--- config.mk ---
export PLATFORM = sky130hd
export DESIGN_NAME = sfm_stream_to_mm_buffer
export DESIGN_NICKNAME = d
export VERILOG_FILES = /design/src/sfm_pkg.sv /design/src/sfm_stream_to_mm_buffer.sv /design/src/sfm_fifo.sv /design/src/sfm_event_bit.sv
export SDC_FILE = /design/constraint.sdc
export NUM_CORES = 1
export LEC_CHECK = 0
export ABC_AREA = 1
export BUFFER_PORTS_ARGS = -buffer_cell sky130_fd_sc_hd__buf_4
export CORE_MARGIN = 2
export CORE_UTILIZATION = 30
export CTS_BUF_LIST = sky130_fd_sc_hd__clkbuf_8
export DETAILED_ROUTE_END_ITERATION = 10
export SLEW_MARGIN = 20
export SYNTH_ARGS = -nofsm -noshare
export SYNTH_HDL_FRONTEND = slang
export SYNTH_SLANG_ARGS = --single-unit
--- constraint.sdc ---
create_clock -name ref_clk -period 7.25 [get_ports ref_clk]
set_input_delay 0.3625 -clock ref_clk [delete_from_list [all_inputs] [get_ports ref_clk]]
set_output_delay 0.3625 -clock ref_clk [all_outputs]
set_load 0.1 [all_outputs]
--- src/sfm_pkg.sv ---
// Shared constants for the stream to memory-mapped buffer
// Operation
// Read slave and stream sink data are both 32 bits wide
// Symbol byte lanes are reordered to match the read word convention
// Sink ready shows free space; a beat is taken only with valid
// Read of data waits while empty, released once data is present
// Reader pops by reading word offset 0 repeatedly
// Symbol 3 sits in the top byte, symbol 0 in the bottom byte
// Packet mode: a data read pops data and keeps its packet status
// Read at offset 1 returns last popped status without popping
// Status word: first bit 0, last bit 1, empty 3:2, channel 12:8, error 18:16
// Empty counts unused symbols in the final beat of a packet
// Status slaves offered; one suffices with a single clock
// Dual clock: each side and its status on its own clock; the code has only ref_clk
// Single clock: every data and status port shares one clock
// Depth is a parameter in beats, default 16
// Dual clock capacity is three entries below the depth
// Status ports are slaves, with an optional interrupt output
// Storage is selectable between registers and embedded memory; the code always uses registers
// Backpressure stalls full writes and empty reads
// Memory-mapped width is forced to 32 bits in this pairing
// Each access moves four bytes; narrow masters must mind flow
// Sink has symbol, beat, channel and error widths and packet mode
// Odd symbol widths take a slot rounded up to a power of two
// Status bits: full, empty, above high, below low, overflow, underflow
// Event bits stick when status is set, cleared by writing one
// Interrupt when an enabled event bit is set
// High threshold defaults by clock mode, writes clamped to one..default
// Strict arrival order; reset empties buffer and clears all status
// Cross-domain levels use synchronised gray pointers; the code has one clock and a binary level count
package sfm_pkg;
  // ----------------------------------------
  // Configuration
  // ----------------------------------------
  localparam int DEPTH = 16;
  localparam bit DUAL_CLOCK = 1'b0;
  localparam bit BACKPRESSURE = 1'b1;
  localparam bit PACKET_MODE = 1'b1;
  localparam bit IRQ_ENABLE = 1'b1;
  localparam bit STORAGE_EMBEDDED = 1'b1;
  localparam int BITS_PER_SYMBOL = 8;
  localparam int SYMBOLS_PER_BEAT = 4;
  localparam int CHANNEL_W = 5;
  localparam int ERROR_W = 3;
  localparam int EMPTY_W = 2;
  localparam int DATA_W = 32;
  localparam int SYMBOL_SLOT_W = 1 << $clog2(BITS_PER_SYMBOL);
  localparam int CROSS_MARGIN = 3;
  localparam int USABLE = DUAL_CLOCK ? DEPTH - CROSS_MARGIN : DEPTH;
  localparam int LVL_W = $clog2(DEPTH + 1);
  localparam int AF_DEFAULT = DUAL_CLOCK ? DEPTH - 4 : DEPTH - 1;
  localparam int AE_DEFAULT = 1;
  localparam int THR_MIN = 1;
  // ----------------------------------------
  // Entry and packet status layout
  // ----------------------------------------
  localparam int INFO_W = 2 + EMPTY_W + CHANNEL_W + ERROR_W;
  localparam int ENTRY_W = DATA_W + INFO_W;
  localparam int PS_FIRST_BIT = 0;
  localparam int PS_LAST_BIT = 1;
  localparam int PS_EMPTY_LO = 2;
  localparam int PS_CHAN_LO = 8;
  localparam int PS_ERR_LO = 16;
  // ----------------------------------------
  // Register offsets
  // ----------------------------------------
  localparam int RD_ADDR_W = 1;
  localparam logic [RD_ADDR_W-1:0] RD_OFS_DATA = 1'h0;
  localparam logic [RD_ADDR_W-1:0] RD_OFS_PKT = 1'h1;
  localparam int ST_ADDR_W = 3;
  localparam logic [ST_ADDR_W-1:0] ST_OFS_LEVEL = 3'h0;
  localparam logic [ST_ADDR_W-1:0] ST_OFS_ISTATUS = 3'h1;
  localparam logic [ST_ADDR_W-1:0] ST_OFS_EVENT = 3'h2;
  localparam logic [ST_ADDR_W-1:0] ST_OFS_IENABLE = 3'h3;
  localparam logic [ST_ADDR_W-1:0] ST_OFS_ALMOSTFULL = 3'h4;
  localparam logic [ST_ADDR_W-1:0] ST_OFS_ALMOSTEMPTY = 3'h5;
  // ----------------------------------------
  // Status bits
  // ----------------------------------------
  localparam int STATUS_W = 6;
  localparam int SB_FULL = 0;
  localparam int SB_EMPTY = 1;
  localparam int SB_ALMOSTFULL = 2;
  localparam int SB_ALMOSTEMPTY = 3;
  localparam int SB_OVERFLOW = 4;
  localparam int SB_UNDERFLOW = 5;
endpackage

--- src/sfm_stream_to_mm_buffer.sv ---
// Stream sink to memory-mapped read buffer with status slave
module sfm_stream_to_mm_buffer (
  input wire logic ref_clk,
  input wire logic rst,
  input wire logic [sfm_pkg::DATA_W-1:0] snk_data,
  input wire logic snk_valid,
  output logic snk_ready,
  input wire logic snk_packet_first_flag,
  input wire logic snk_packet_last_flag,
  input wire logic [sfm_pkg::EMPTY_W-1:0] snk_empty,
  input wire logic [sfm_pkg::CHANNEL_W-1:0] snk_channel,
  input wire logic [sfm_pkg::ERROR_W-1:0] snk_error,
  input wire logic [sfm_pkg::RD_ADDR_W-1:0] rd_address,
  input wire logic rd_read,
  output logic [sfm_pkg::DATA_W-1:0] rd_readdata,
  output logic rd_readdatavalid,
  output logic rd_waitrequest,
  input wire logic [sfm_pkg::ST_ADDR_W-1:0] st_address,
  input wire logic st_read,
  input wire logic st_write,
  input wire logic [sfm_pkg::DATA_W-1:0] st_writedata,
  output logic [sfm_pkg::DATA_W-1:0] st_readdata,
  output logic st_readdatavalid,
  output logic st_irq
);
  import sfm_pkg::*;

  // ----------------------------------------
  // Constants at the widths they meet
  // ----------------------------------------
  localparam logic [LVL_W-1:0] USABLE_C = LVL_W'(USABLE);
  localparam logic [DATA_W-1:0] AF_MAX_W = DATA_W'(AF_DEFAULT);
  localparam logic [DATA_W-1:0] THR_MIN_W = DATA_W'(THR_MIN);
  localparam logic [LVL_W-1:0] AF_RESET = LVL_W'(AF_DEFAULT);
  localparam logic [LVL_W-1:0] AE_RESET = LVL_W'(AE_DEFAULT);
  localparam logic [LVL_W-1:0] THR_MIN_C = LVL_W'(THR_MIN);

  // ----------------------------------------
  // Sink side: lane reorder and packing
  // ----------------------------------------
  logic [DATA_W-1:0] lanes_swapped;
  logic [INFO_W-1:0] push_info;
  logic [ENTRY_W-1:0] push_entry;
  logic fifo_in_ready;
  logic overflow_pulse;

  // The stream carries its first symbol in the top lane; the read word
  // wants symbol 0 in the bottom byte, so lanes are mirrored
  for (genvar i = 0; i < SYMBOLS_PER_BEAT; i++) begin : g_lane
    assign lanes_swapped[i*SYMBOL_SLOT_W +: SYMBOL_SLOT_W] =
      snk_data[(SYMBOLS_PER_BEAT-1-i)*SYMBOL_SLOT_W +: SYMBOL_SLOT_W];
  end

  // Packet fields only stored when packet mode is on
  assign push_info = PACKET_MODE ?
    {snk_error, snk_channel, snk_empty, snk_packet_last_flag, snk_packet_first_flag} :
    '0;
  assign push_entry = {push_info, lanes_swapped};

  // Without backpressure the sink always looks ready and excess beats drop
  assign snk_ready = BACKPRESSURE ? fifo_in_ready : 1'b1;
  // Overflow only means something when beats can be dropped
  assign overflow_pulse = snk_valid & ~fifo_in_ready & ~BACKPRESSURE;

  // ----------------------------------------
  // Storage
  // ----------------------------------------
  logic [ENTRY_W-1:0] pop_entry;
  logic fifo_out_valid;
  logic fifo_out_ready;
  logic [LVL_W-1:0] fill_level;

  // Registers only; the embedded-memory choice maps onto the same store
  sfm_fifo #(
    .WIDTH(ENTRY_W),
    .DEPTH(DEPTH),
    .CAP(USABLE)
  ) u_store (
    .ref_clk(ref_clk),
    .rst(rst),
    .in_data(push_entry),
    .in_valid(snk_valid),
    .in_ready(fifo_in_ready),
    .out_data(pop_entry),
    .out_valid(fifo_out_valid),
    .out_ready(fifo_out_ready),
    .level(fill_level) // Single clock: level read in its own domain
  );

  // ----------------------------------------
  // Read slave decode
  // ----------------------------------------
  wire rd_sel_data = rd_read & (rd_address == RD_OFS_DATA);
  wire rd_sel_pkt = rd_read & (rd_address == RD_OFS_PKT);
  wire rd_accept = rd_read & ~rd_waitrequest;
  wire rd_pop = rd_sel_data & fifo_out_valid;
  wire underflow_pulse = rd_sel_data & ~fifo_out_valid & ~BACKPRESSURE;

  // Waitrequest only on data reads of an empty buffer
  assign rd_waitrequest = BACKPRESSURE & rd_sel_data & ~fifo_out_valid;
  assign fifo_out_ready = rd_sel_data;

  // ----------------------------------------
  // Packet status of the last popped entry
  // ----------------------------------------
  logic [INFO_W-1:0] info_q;
  logic [INFO_W-1:0] info_d;
  logic [ERROR_W-1:0] info_err;
  logic [CHANNEL_W-1:0] info_chan;
  logic [EMPTY_W-1:0] info_empty;
  logic info_last;
  logic info_first;
  logic [DATA_W-1:0] pkt_word;

  assign info_d = (PACKET_MODE && rd_pop) ? pop_entry[ENTRY_W-1:DATA_W] : info_q;
  assign {info_err, info_chan, info_empty, info_last, info_first} = info_q;
  assign pkt_word = (DATA_W'(info_err) << PS_ERR_LO) |
                    (DATA_W'(info_chan) << PS_CHAN_LO) |
                    (DATA_W'(info_empty) << PS_EMPTY_LO) |
                    (DATA_W'(info_last) << PS_LAST_BIT) |
                    (DATA_W'(info_first) << PS_FIRST_BIT);

  always_ff @(posedge ref_clk) begin
    if (rst) begin
      info_q <= '0;
    end else begin
      info_q <= info_d;
    end
  end

  // ----------------------------------------
  // Read data return
  // ----------------------------------------
  logic [DATA_W-1:0] rd_data_q;
  logic [DATA_W-1:0] rd_data_d;
  logic rd_valid_q;

  // Offset 1 never pops; an underflowing read returns zero
  assign rd_data_d = rd_pop ? pop_entry[DATA_W-1:0] :
                     rd_sel_pkt ? pkt_word :
                     '0;
  assign rd_readdata = rd_data_q;
  assign rd_readdatavalid = rd_valid_q;

  always_ff @(posedge ref_clk) begin
    if (rst) begin
      rd_data_q <= '0;
      rd_valid_q <= 1'b0;
    end else begin
      rd_valid_q <= rd_accept;
      if (rd_accept) begin
        rd_data_q <= rd_data_d;
      end
    end
  end

  // ----------------------------------------
  // Thresholds
  // ----------------------------------------
  logic [LVL_W-1:0] af_q;
  logic [LVL_W-1:0] ae_q;
  logic [LVL_W-1:0] thr_clamped;

  // Both thresholds share one clamp range, one up to the high default
  assign thr_clamped = (st_writedata < THR_MIN_W) ? THR_MIN_C :
                       (st_writedata > AF_MAX_W) ? AF_RESET :
                       st_writedata[LVL_W-1:0];

  wire st_wr_af = st_write & (st_address == ST_OFS_ALMOSTFULL);
  wire st_wr_ae = st_write & (st_address == ST_OFS_ALMOSTEMPTY);
  wire st_wr_ev = st_write & (st_address == ST_OFS_EVENT);
  wire st_wr_ie = st_write & (st_address == ST_OFS_IENABLE);

  always_ff @(posedge ref_clk) begin
    if (rst) begin
      af_q <= AF_RESET;
      ae_q <= AE_RESET;
    end else begin
      if (st_wr_af) begin
        af_q <= thr_clamped;
      end
      if (st_wr_ae) begin
        ae_q <= thr_clamped;
      end
    end
  end

  // ----------------------------------------
  // Instantaneous status
  // ----------------------------------------
  logic [STATUS_W-1:0] inst_status;

  assign inst_status[SB_FULL] = fill_level >= USABLE_C;
  assign inst_status[SB_EMPTY] = fill_level == '0;
  assign inst_status[SB_ALMOSTFULL] = fill_level > af_q;
  assign inst_status[SB_ALMOSTEMPTY] = fill_level < ae_q;
  assign inst_status[SB_OVERFLOW] = overflow_pulse;
  assign inst_status[SB_UNDERFLOW] = underflow_pulse;

  // ----------------------------------------
  // Events and interrupt
  // ----------------------------------------
  logic [STATUS_W-1:0] event_flags;
  logic [STATUS_W-1:0] ienable_q;
  logic [STATUS_W-1:0] ev_clear;

  assign ev_clear = st_wr_ev ? st_writedata[STATUS_W-1:0] : '0;

  for (genvar b = 0; b < STATUS_W; b++) begin : g_event
    sfm_event_bit u_ev (
      .ref_clk(ref_clk),
      .rst(rst),
      .set(inst_status[b]),
      .clr(ev_clear[b]),
      .flag(event_flags[b])
    );
  end

  always_ff @(posedge ref_clk) begin
    if (rst) begin
      ienable_q <= '0;
    end else if (st_wr_ie) begin
      ienable_q <= st_writedata[STATUS_W-1:0];
    end
  end

  // Level request: stays up until software clears the event or its enable bit
  assign st_irq = IRQ_ENABLE & (|(event_flags & ienable_q));

  // ----------------------------------------
  // Status slave read decode
  // ----------------------------------------
  logic [DATA_W-1:0] st_data_q;
  logic [DATA_W-1:0] st_data_d;
  logic st_valid_q;

  // One status slave serves both sides under a single clock
  always_comb begin
    st_data_d = '0;
    if (st_address == ST_OFS_LEVEL) begin
      st_data_d = DATA_W'(fill_level);
    end else if (st_address == ST_OFS_ISTATUS) begin
      st_data_d = DATA_W'(inst_status);
    end else if (st_address == ST_OFS_EVENT) begin
      st_data_d = DATA_W'(event_flags);
    end else if (st_address == ST_OFS_IENABLE) begin
      st_data_d = DATA_W'(ienable_q);
    end else if (st_address == ST_OFS_ALMOSTFULL) begin
      st_data_d = DATA_W'(af_q);
    end else if (st_address == ST_OFS_ALMOSTEMPTY) begin
      st_data_d = DATA_W'(ae_q);
    end
  end

  assign st_readdata = st_data_q;
  assign st_readdatavalid = st_valid_q;

  always_ff @(posedge ref_clk) begin
    if (rst) begin
      st_data_q <= '0;
      st_valid_q <= 1'b0;
    end else begin
      st_valid_q <= st_read;
      if (st_read) begin
        st_data_q <= st_data_d;
      end
    end
  end
endmodule

--- src/sfm_fifo.sv ---
// Flip-flop first-in first-out store with valid and ready on both sides
module sfm_fifo #(
  parameter int WIDTH = 8,
  parameter int DEPTH = 8,
  parameter int CAP = DEPTH
) (
  input wire logic ref_clk,
  input wire logic rst,
  input wire logic [WIDTH-1:0] in_data,
  input wire logic in_valid,
  output logic in_ready,
  output logic [WIDTH-1:0] out_data,
  output logic out_valid,
  input wire logic out_ready,
  output logic [$clog2(DEPTH+1)-1:0] level
);
  localparam int PW = $clog2(DEPTH);
  localparam int CW = $clog2(DEPTH + 1);
  localparam logic [CW-1:0] CAP_C = CW'(CAP);
  localparam logic [PW-1:0] LAST_C = PW'(DEPTH - 1);
  logic [WIDTH-1:0] mem_q [DEPTH];
  logic [PW-1:0] wr_q;
  logic [PW-1:0] rd_q;
  logic [CW-1:0] cnt_q;
  wire push = in_valid & in_ready;
  wire pop = out_valid & out_ready;
  assign in_ready = cnt_q < CAP_C;
  assign out_valid = cnt_q != '0;
  assign out_data = mem_q[rd_q];
  assign level = cnt_q;
  // Pointers wrap at DEPTH so the store needs no power-of-two size
  always_ff @(posedge ref_clk) begin
    if (rst) begin
      wr_q <= '0;
      rd_q <= '0;
      cnt_q <= '0;
    end else begin
      if (push) begin
        wr_q <= (wr_q == LAST_C) ? '0 : wr_q + 1'b1;
      end
      if (pop) begin
        rd_q <= (rd_q == LAST_C) ? '0 : rd_q + 1'b1;
      end
      cnt_q <= cnt_q + CW'(push) - CW'(pop);
    end
  end
  always_ff @(posedge ref_clk) begin
    if (push) begin
      mem_q[wr_q] <= in_data;
    end
  end
endmodule

--- src/sfm_event_bit.sv ---
// One sticky event flag, cleared by writing a one
module sfm_event_bit (
  input wire logic ref_clk,
  input wire logic rst,
  input wire logic set,
  input wire logic clr,
  output logic flag
);
  logic flag_q;
  logic flag_d;
  // Set beats a clear in the same cycle so no event is lost
  assign flag_d = set | (flag_q & ~clr);
  assign flag = flag_q;
  always_ff @(posedge ref_clk) begin
    if (rst) begin
      flag_q <= 1'b0;
    end else begin
      flag_q <= flag_d;
    end
  end
endmodule

# [Yosys cells after proc, flatten, opt, wreduce, memory -nomap -nowiden]
# Memory sizes are Yosys's and may differ from the RTL's. A register that Yosys moved wholly into a read port is not among the register bits.
# Cells that the tools add are included.
# W data, S select, Z words.
[op_classes] n_addsub=4 magnitude_cmp=6 eq_ne=7 muxes=17 bitwise_logic=34 reduce_logical=4
[op_table] op="$gt A32 B4 Y1 const B" count=1
[op_table] op="$lt A32 B1 Y1 const B" count=1
[op_table] op="$mux W32" count=1
[op_table] op="$mux W6" count=5
[op_table] op="$mux W5" count=4
[op_table] op="$mux W19" count=1
[op_table] op="$or A19 B1 Y19" count=1
[op_table] op="$or A19 B13 Y19" count=1
[op_table] op="$or A19 B2 Y19" count=1
[op_table] op="$or A19 B4 Y19" count=1
[op_table] op="$and A1 B1 Y1" count=16
[op_table] op="$mux W4" count=4
[op_table] op="$not A1 Y1" count=9
[op_table] op="$add A4 B1 Y4 const B" count=2
[op_table] op="$eq A4 B4 Y1 const B" count=2
[op_table] op="$and A6 B6 Y6" count=1
[op_table] op="$eq A3 B2 Y1 const B" count=2
[op_table] op="$eq A3 B3 Y1 const B" count=2
[op_table] op="$reduce_or A6 Y1" count=1
[op_table] op="$add A5 B1 Y5" count=1
[op_table] op="$ge A5 B5 Y1 const B" count=1
[op_table] op="$gt A5 B5 Y1" count=1
[op_table] op="$logic_not A5 Y1" count=1
[op_table] op="$lt A5 B5 Y1" count=1
[op_table] op="other kinds (7)" count=11
[word_totals] ff_bits=113 ram_bits=704 inputBits=86 out_inout_bits=69 n_memories=1
[mem_list] name="u_store.mem_q" words=16 word_bits=44 rd=1 rd_clocked_by_memory_dff=1 wr=1 line="sfm_fifo.sv:21" source="logic [WIDTH-1:0] mem_q [DEPTH];"

# [Depth between registers and ports, before layout]
[depth] ltp_word=7 depth_mapped=13

# [By module]
# A second synthesis with hierarchy kept.
[hier_totals] cells_unflattened=3497 area_unflattened_um2=34680.8
[by_module_without_submodules] module="sfm_fifo" n_inst=1 cells_each=2963 area_per_inst_um2=30874.6
[by_module_without_submodules] module="sfm_stream_to_mm_buffer" n_inst=1 cells_each=504 area_per_inst_um2=3565.9
[by_module_without_submodules] module="sfm_event_bit" n_inst=6 cells_each=5 area_per_inst_um2=40.0

# [Worst setup path after synthesis]
# Ideal clock, no wire load.
[synth_path] path_kind="register -> register" from="reg u_store.cnt_q[4], in the netlist u_store.level[4]" to="mem u_store.mem_q[0][0] (netlist name) (enable)" setup_time_ns=0.445 t_arrival_ns=3.091 t_required_ns=6.805 slack_ns=3.714 path_stages_with_launch=6 path_buffers=0 synth_period_minus_slack_ns=3.536 path_cell_list="dfxtp_1 inv_2 nand2_1 inv_1 nand2_1 nor2_1"
[synth_via] elab_chain_len=4
[synth_rtl] element="start, declared" line="sfm_fifo.sv:24" source="logic [CW-1:0] cnt_q;"
[synth_rtl] element="start signal, assigned" line="sfm_fifo.sv:44" source="cnt_q <= cnt_q + CW'(push) - CW'(pop);"
[synth_rtl] element="$lt A5 B5 Y1" line="sfm_fifo.sv:27" source="assign in_ready = cnt_q < CAP_C;"
[synth_rtl] element="via snk_ready" line="sfm_stream_to_mm_buffer.sv:7" source="output logic snk_ready,"
[synth_rtl] element="$and A1 B1 Y1" line="sfm_fifo.sv:25" source="wire push = in_valid & in_ready;"
[synth_rtl] element="via u_store.push" line="sfm_fifo.sv:25"
[synth_rtl] element="$mux W1" line="sfm_fifo.sv:48" source="if (push) begin"
[synth_rtl] element="$mux W1 (implied by the code)" line="sfm_fifo.sv:49" source="mem_q[wr_q] <= in_data;"
[synth_rtl] element="end, declared" line="sfm_fifo.sv:21"
# The timed path passes the listed nets, and every way through them passes these cells.

==> flow_metrics.tcl <==
set metrics [dict create \
    hpwl_um 44300 \
    slowest_stage "buf_4" \
    leakage_nw 14.8 \
    relSlewSlack 0.211 \
    io_buffers 128 \
    crit_required_ns 7.96 \
    cts_setup_buffers 0 \
    start_util 0.302 \
    combPwrFrac 0.181 \
    yosys.cell_types.count 33 \
    path_max_fanout 98 \
    period_share 0.481 \
    die_h_um 338 \
    cts_buffers 130 \
    drt-initial-drc-count 1989 \
    met1_usage 0.204 \
    gp_congestion 0.806 \
    postSynthCellCount 3126 \
    cts_root_buf "clkbuf_8" \
    die_x_um 338 \
    first_pass_iters 5 \
    drive_above_1_share 0.104 \
    use_met2 0.256 \
    slew_violations 0 \
    wl_per_cell_um 18.3 \
    synth_area_per_cell_um2 10.7 \
    pre_cts_ws_ns 3.80 \
    viasPerCell 4.64 \
    hold_viol_final 0 \
    synth_warnings 0 \
    fmaxAchievable_mhz 287 \
    cap_violations 0 \
    overflow 0 \
    ys_ff_latch 795 \
    io_pins 155 \
    clkLatencyLatePin_ns 0.78 \
    cts.path.max_buffers 3 \
    grt_pass1_vias 21500 \
    crit_type "flip-flop to flip-flop" \
    path_cells "buf_4 -> buf_4 -> nor2_1 -> nor2_1 -> o21ai_0 -> nand3_1 -> nand3_1 -> nand3_1 -> nand2_1 -> inv_1" \
    fin_nets 3410 \
    cts_resized 0 \
    path_delay_family "buffers and inverters" \
    h-tree-depth 4 \
    min_path_type "input port to flip-flop" \
    met3_usage 0.0363 \
    tns_ns 0 \
    ir_drop_mv 0.142 \
    power_density_nw_per_um2 279 \
    fin_crit_ns 3.49 \
    synth_area_um2 33400 \
    antenna_found_initial 7 \
    cp_slowest_stage_delay_ns 0.94 \
    cp_num_buf_inv 3 \
    grt_max_degree 169 \
    drc 0 \
    clk_pin_slew_ns 0.06 \
    tightestPinTransition_ns 1.18 \
    busiest_layer "met2" \
    hold-worst-slack_ns 0.0714 \
    fin_util 0.348 \
    path_common_cell "nand3_1" \
    core_area_um2 111000 \
    clkPwrFrac 0.328 \
    fin_ws_ns 3.76 \
    cp-start-kind "flip-flop" \
    power.switching_mw 3.31 \
    rows 122 \
    cp.arrival_ns 4.20 \
    antenna_left 0 \
    end_kind "flip-flop" \
    status "complete, no violations" \
    die-area_um2 114000 \
    intPower_mw 7.44 \
    grt_usage 0.155 \
    p_seq_frac 0.491 \
    num_vias 22700 \
    cts_tree "yes" \
    clock_sinks 795 \
    synthToLayoutAreaGrowth_pct 15.2 \
    skew_ns 0.0333 \
    yosysSeqAreaShare 0.687 \
    drt-total-wl_um 89400 \
    setup-violations-final 0 \
    grt_first_pass_wirelength_um 133000 \
    cts_hold_buf 52 \
    rsz0062_at_grt "no" \
    swShare 0.308 \
    power_mw 10.8 \
]
==> sequential cells by signal, indices dropped and copies added, names as in the netlist, named ones only <==
signal	count
u_store.rd_q	4
ae_q	5
st_readdatavalid	1
info_q	12
af_q	5
st_readdata	6
rd_readdata	32
u_store.level	5
g_event.u_ev.flag	6
ienable_q	6
u_store.wr_q	4
u_store.mem_q	704
rd_readdatavalid	1
==> area by class of cell <==
class,count,area (µm²)
Timing Repair Buffer,214,1770
Tap cell,1488,1860
Sequential cell,795,23000
Multi-Input combinational cell,1789,8150
Clock buffer,133,1830
Fill cell,10900,72000
Clock inverter,99,478
Inverter,374,1420
Antenna cell,2,5.00
==> power by group through the flow <==
stage	combinational (mW)	clock, mW	sequential, mW
2_1_floorplan	1.25	0	5.54
3_3_place_gp	1.90	0	5.38
3_5_place_dp	1.92	0	5.38
4_1_cts	1.96	3.61	5.29
5_1_grt	2.17	3.80	5.30
6_report	1.95	3.52	5.28
==> placed cells by master, fill, tap and decap left out, drive strengths merged <==
master / count
bufinv: 1
xor2: 1
clkbuf: 133
clkinv: 32
o22ai: 5
clkinvlp: 6
o21ai: 212
nor4: 2
diode: 2
xnor2: 1
dfxtp: 91
inv: 434
o31ai: 1
nand4: 5
dlygate4sd3: 52
buf: 162
edfxtp: 704
a21oi: 73
nand3: 401
ha: 19
nor3: 9
o211ai: 49
or2: 2
nor2: 403
conb: 26
nand3b: 2
fa: 1
nand2: 577
==> cell usage after synthesis <==
master    number  area, µm²
inv_2          3       11.3
o211ai_1      49        368
clkbuf_1      70        263
nand3_1      401       2010
o21ai_1       50        250
or2_2          2       12.5
nand4_1        4       25.0
o21ai_2        1       8.76
buf_6         25        282
nand4_2        1       12.5
conb_1         1       3.75
nor3_2         1       10.0
dfxtp_1       91       1820
o22ai_1        5       31.3
nor3_1         8       40.0
fa_1           1       20.0
buf_4         31        233
xnor2_1        1       8.76
ha_1          19        238
nand2_1      577       2170
inv_1        370       1390
a21oi_1       73        365
buf_2         50        250
inv_4          1       6.26
xor2_1         1       8.76
nor2_1       403       1510
nand3b_1       2       15.0
buf_8          1       15.0
o21ai_0      161        806
nor4_1         2       12.5
edfxtp_1     704      21100
buf_1         16       60.1
o31ai_1        1       7.51
==> per-stage QoR <==
stage / cells / instance area, µm²
after detailed placement: 4607 / 35600
final: 4894 / 38500
after global routing: 4894 / 38500
after global placement: 4607 / 35600
after CTS: 4891 / 38500
after floorplan: 3151 / 33500
==> layer usage <==
layer	vias to the layer above	wire length (µm)
met2	802	42000
met4	8	1990
met3	166	6800
met5	-	44
met1	10900	38600
li1	10800	-
==> worst reg2reg max path, cell delays in order (launching register included) <==
cell and delay [ns]:
dfxtp_4 0.78, buf_4 0.94, buf_4 0.88, nor2_1 0.14, nor2_1 0.11, o21ai_0 0.10
nand3_1 0.14, nand3_1 0.10, nand3_1 0.12, nand2_1 0.06, inv_1 0.05
==> path summary, 6_finish.rpt <==
path / startpoint / to / slack [ns] / cells past startpoint
setup / recovery: flip-flop / rd_readdata[9] / 3.76 / 10
hold / removal: st_writedata[8] / af_q[3] / 0.07 / 7
hold reg to reg: g_event[5].u_ev.flag / g_event[5].u_ev.flag / 0.45 / 2
setup reg to reg: flip-flop / rd_readdata[9] / 3.76 / 10
==> kinds of logic after synthesis <==
logic type	share of synthesized area
compound gates	0.0550
xor+xnor	0.000525
fa+ha+maj	0.00772
buf+inv	0.0751
flops	0.687
other cells	0.000112
simple gates	0.174
Power figures use the tool's default switching activity.
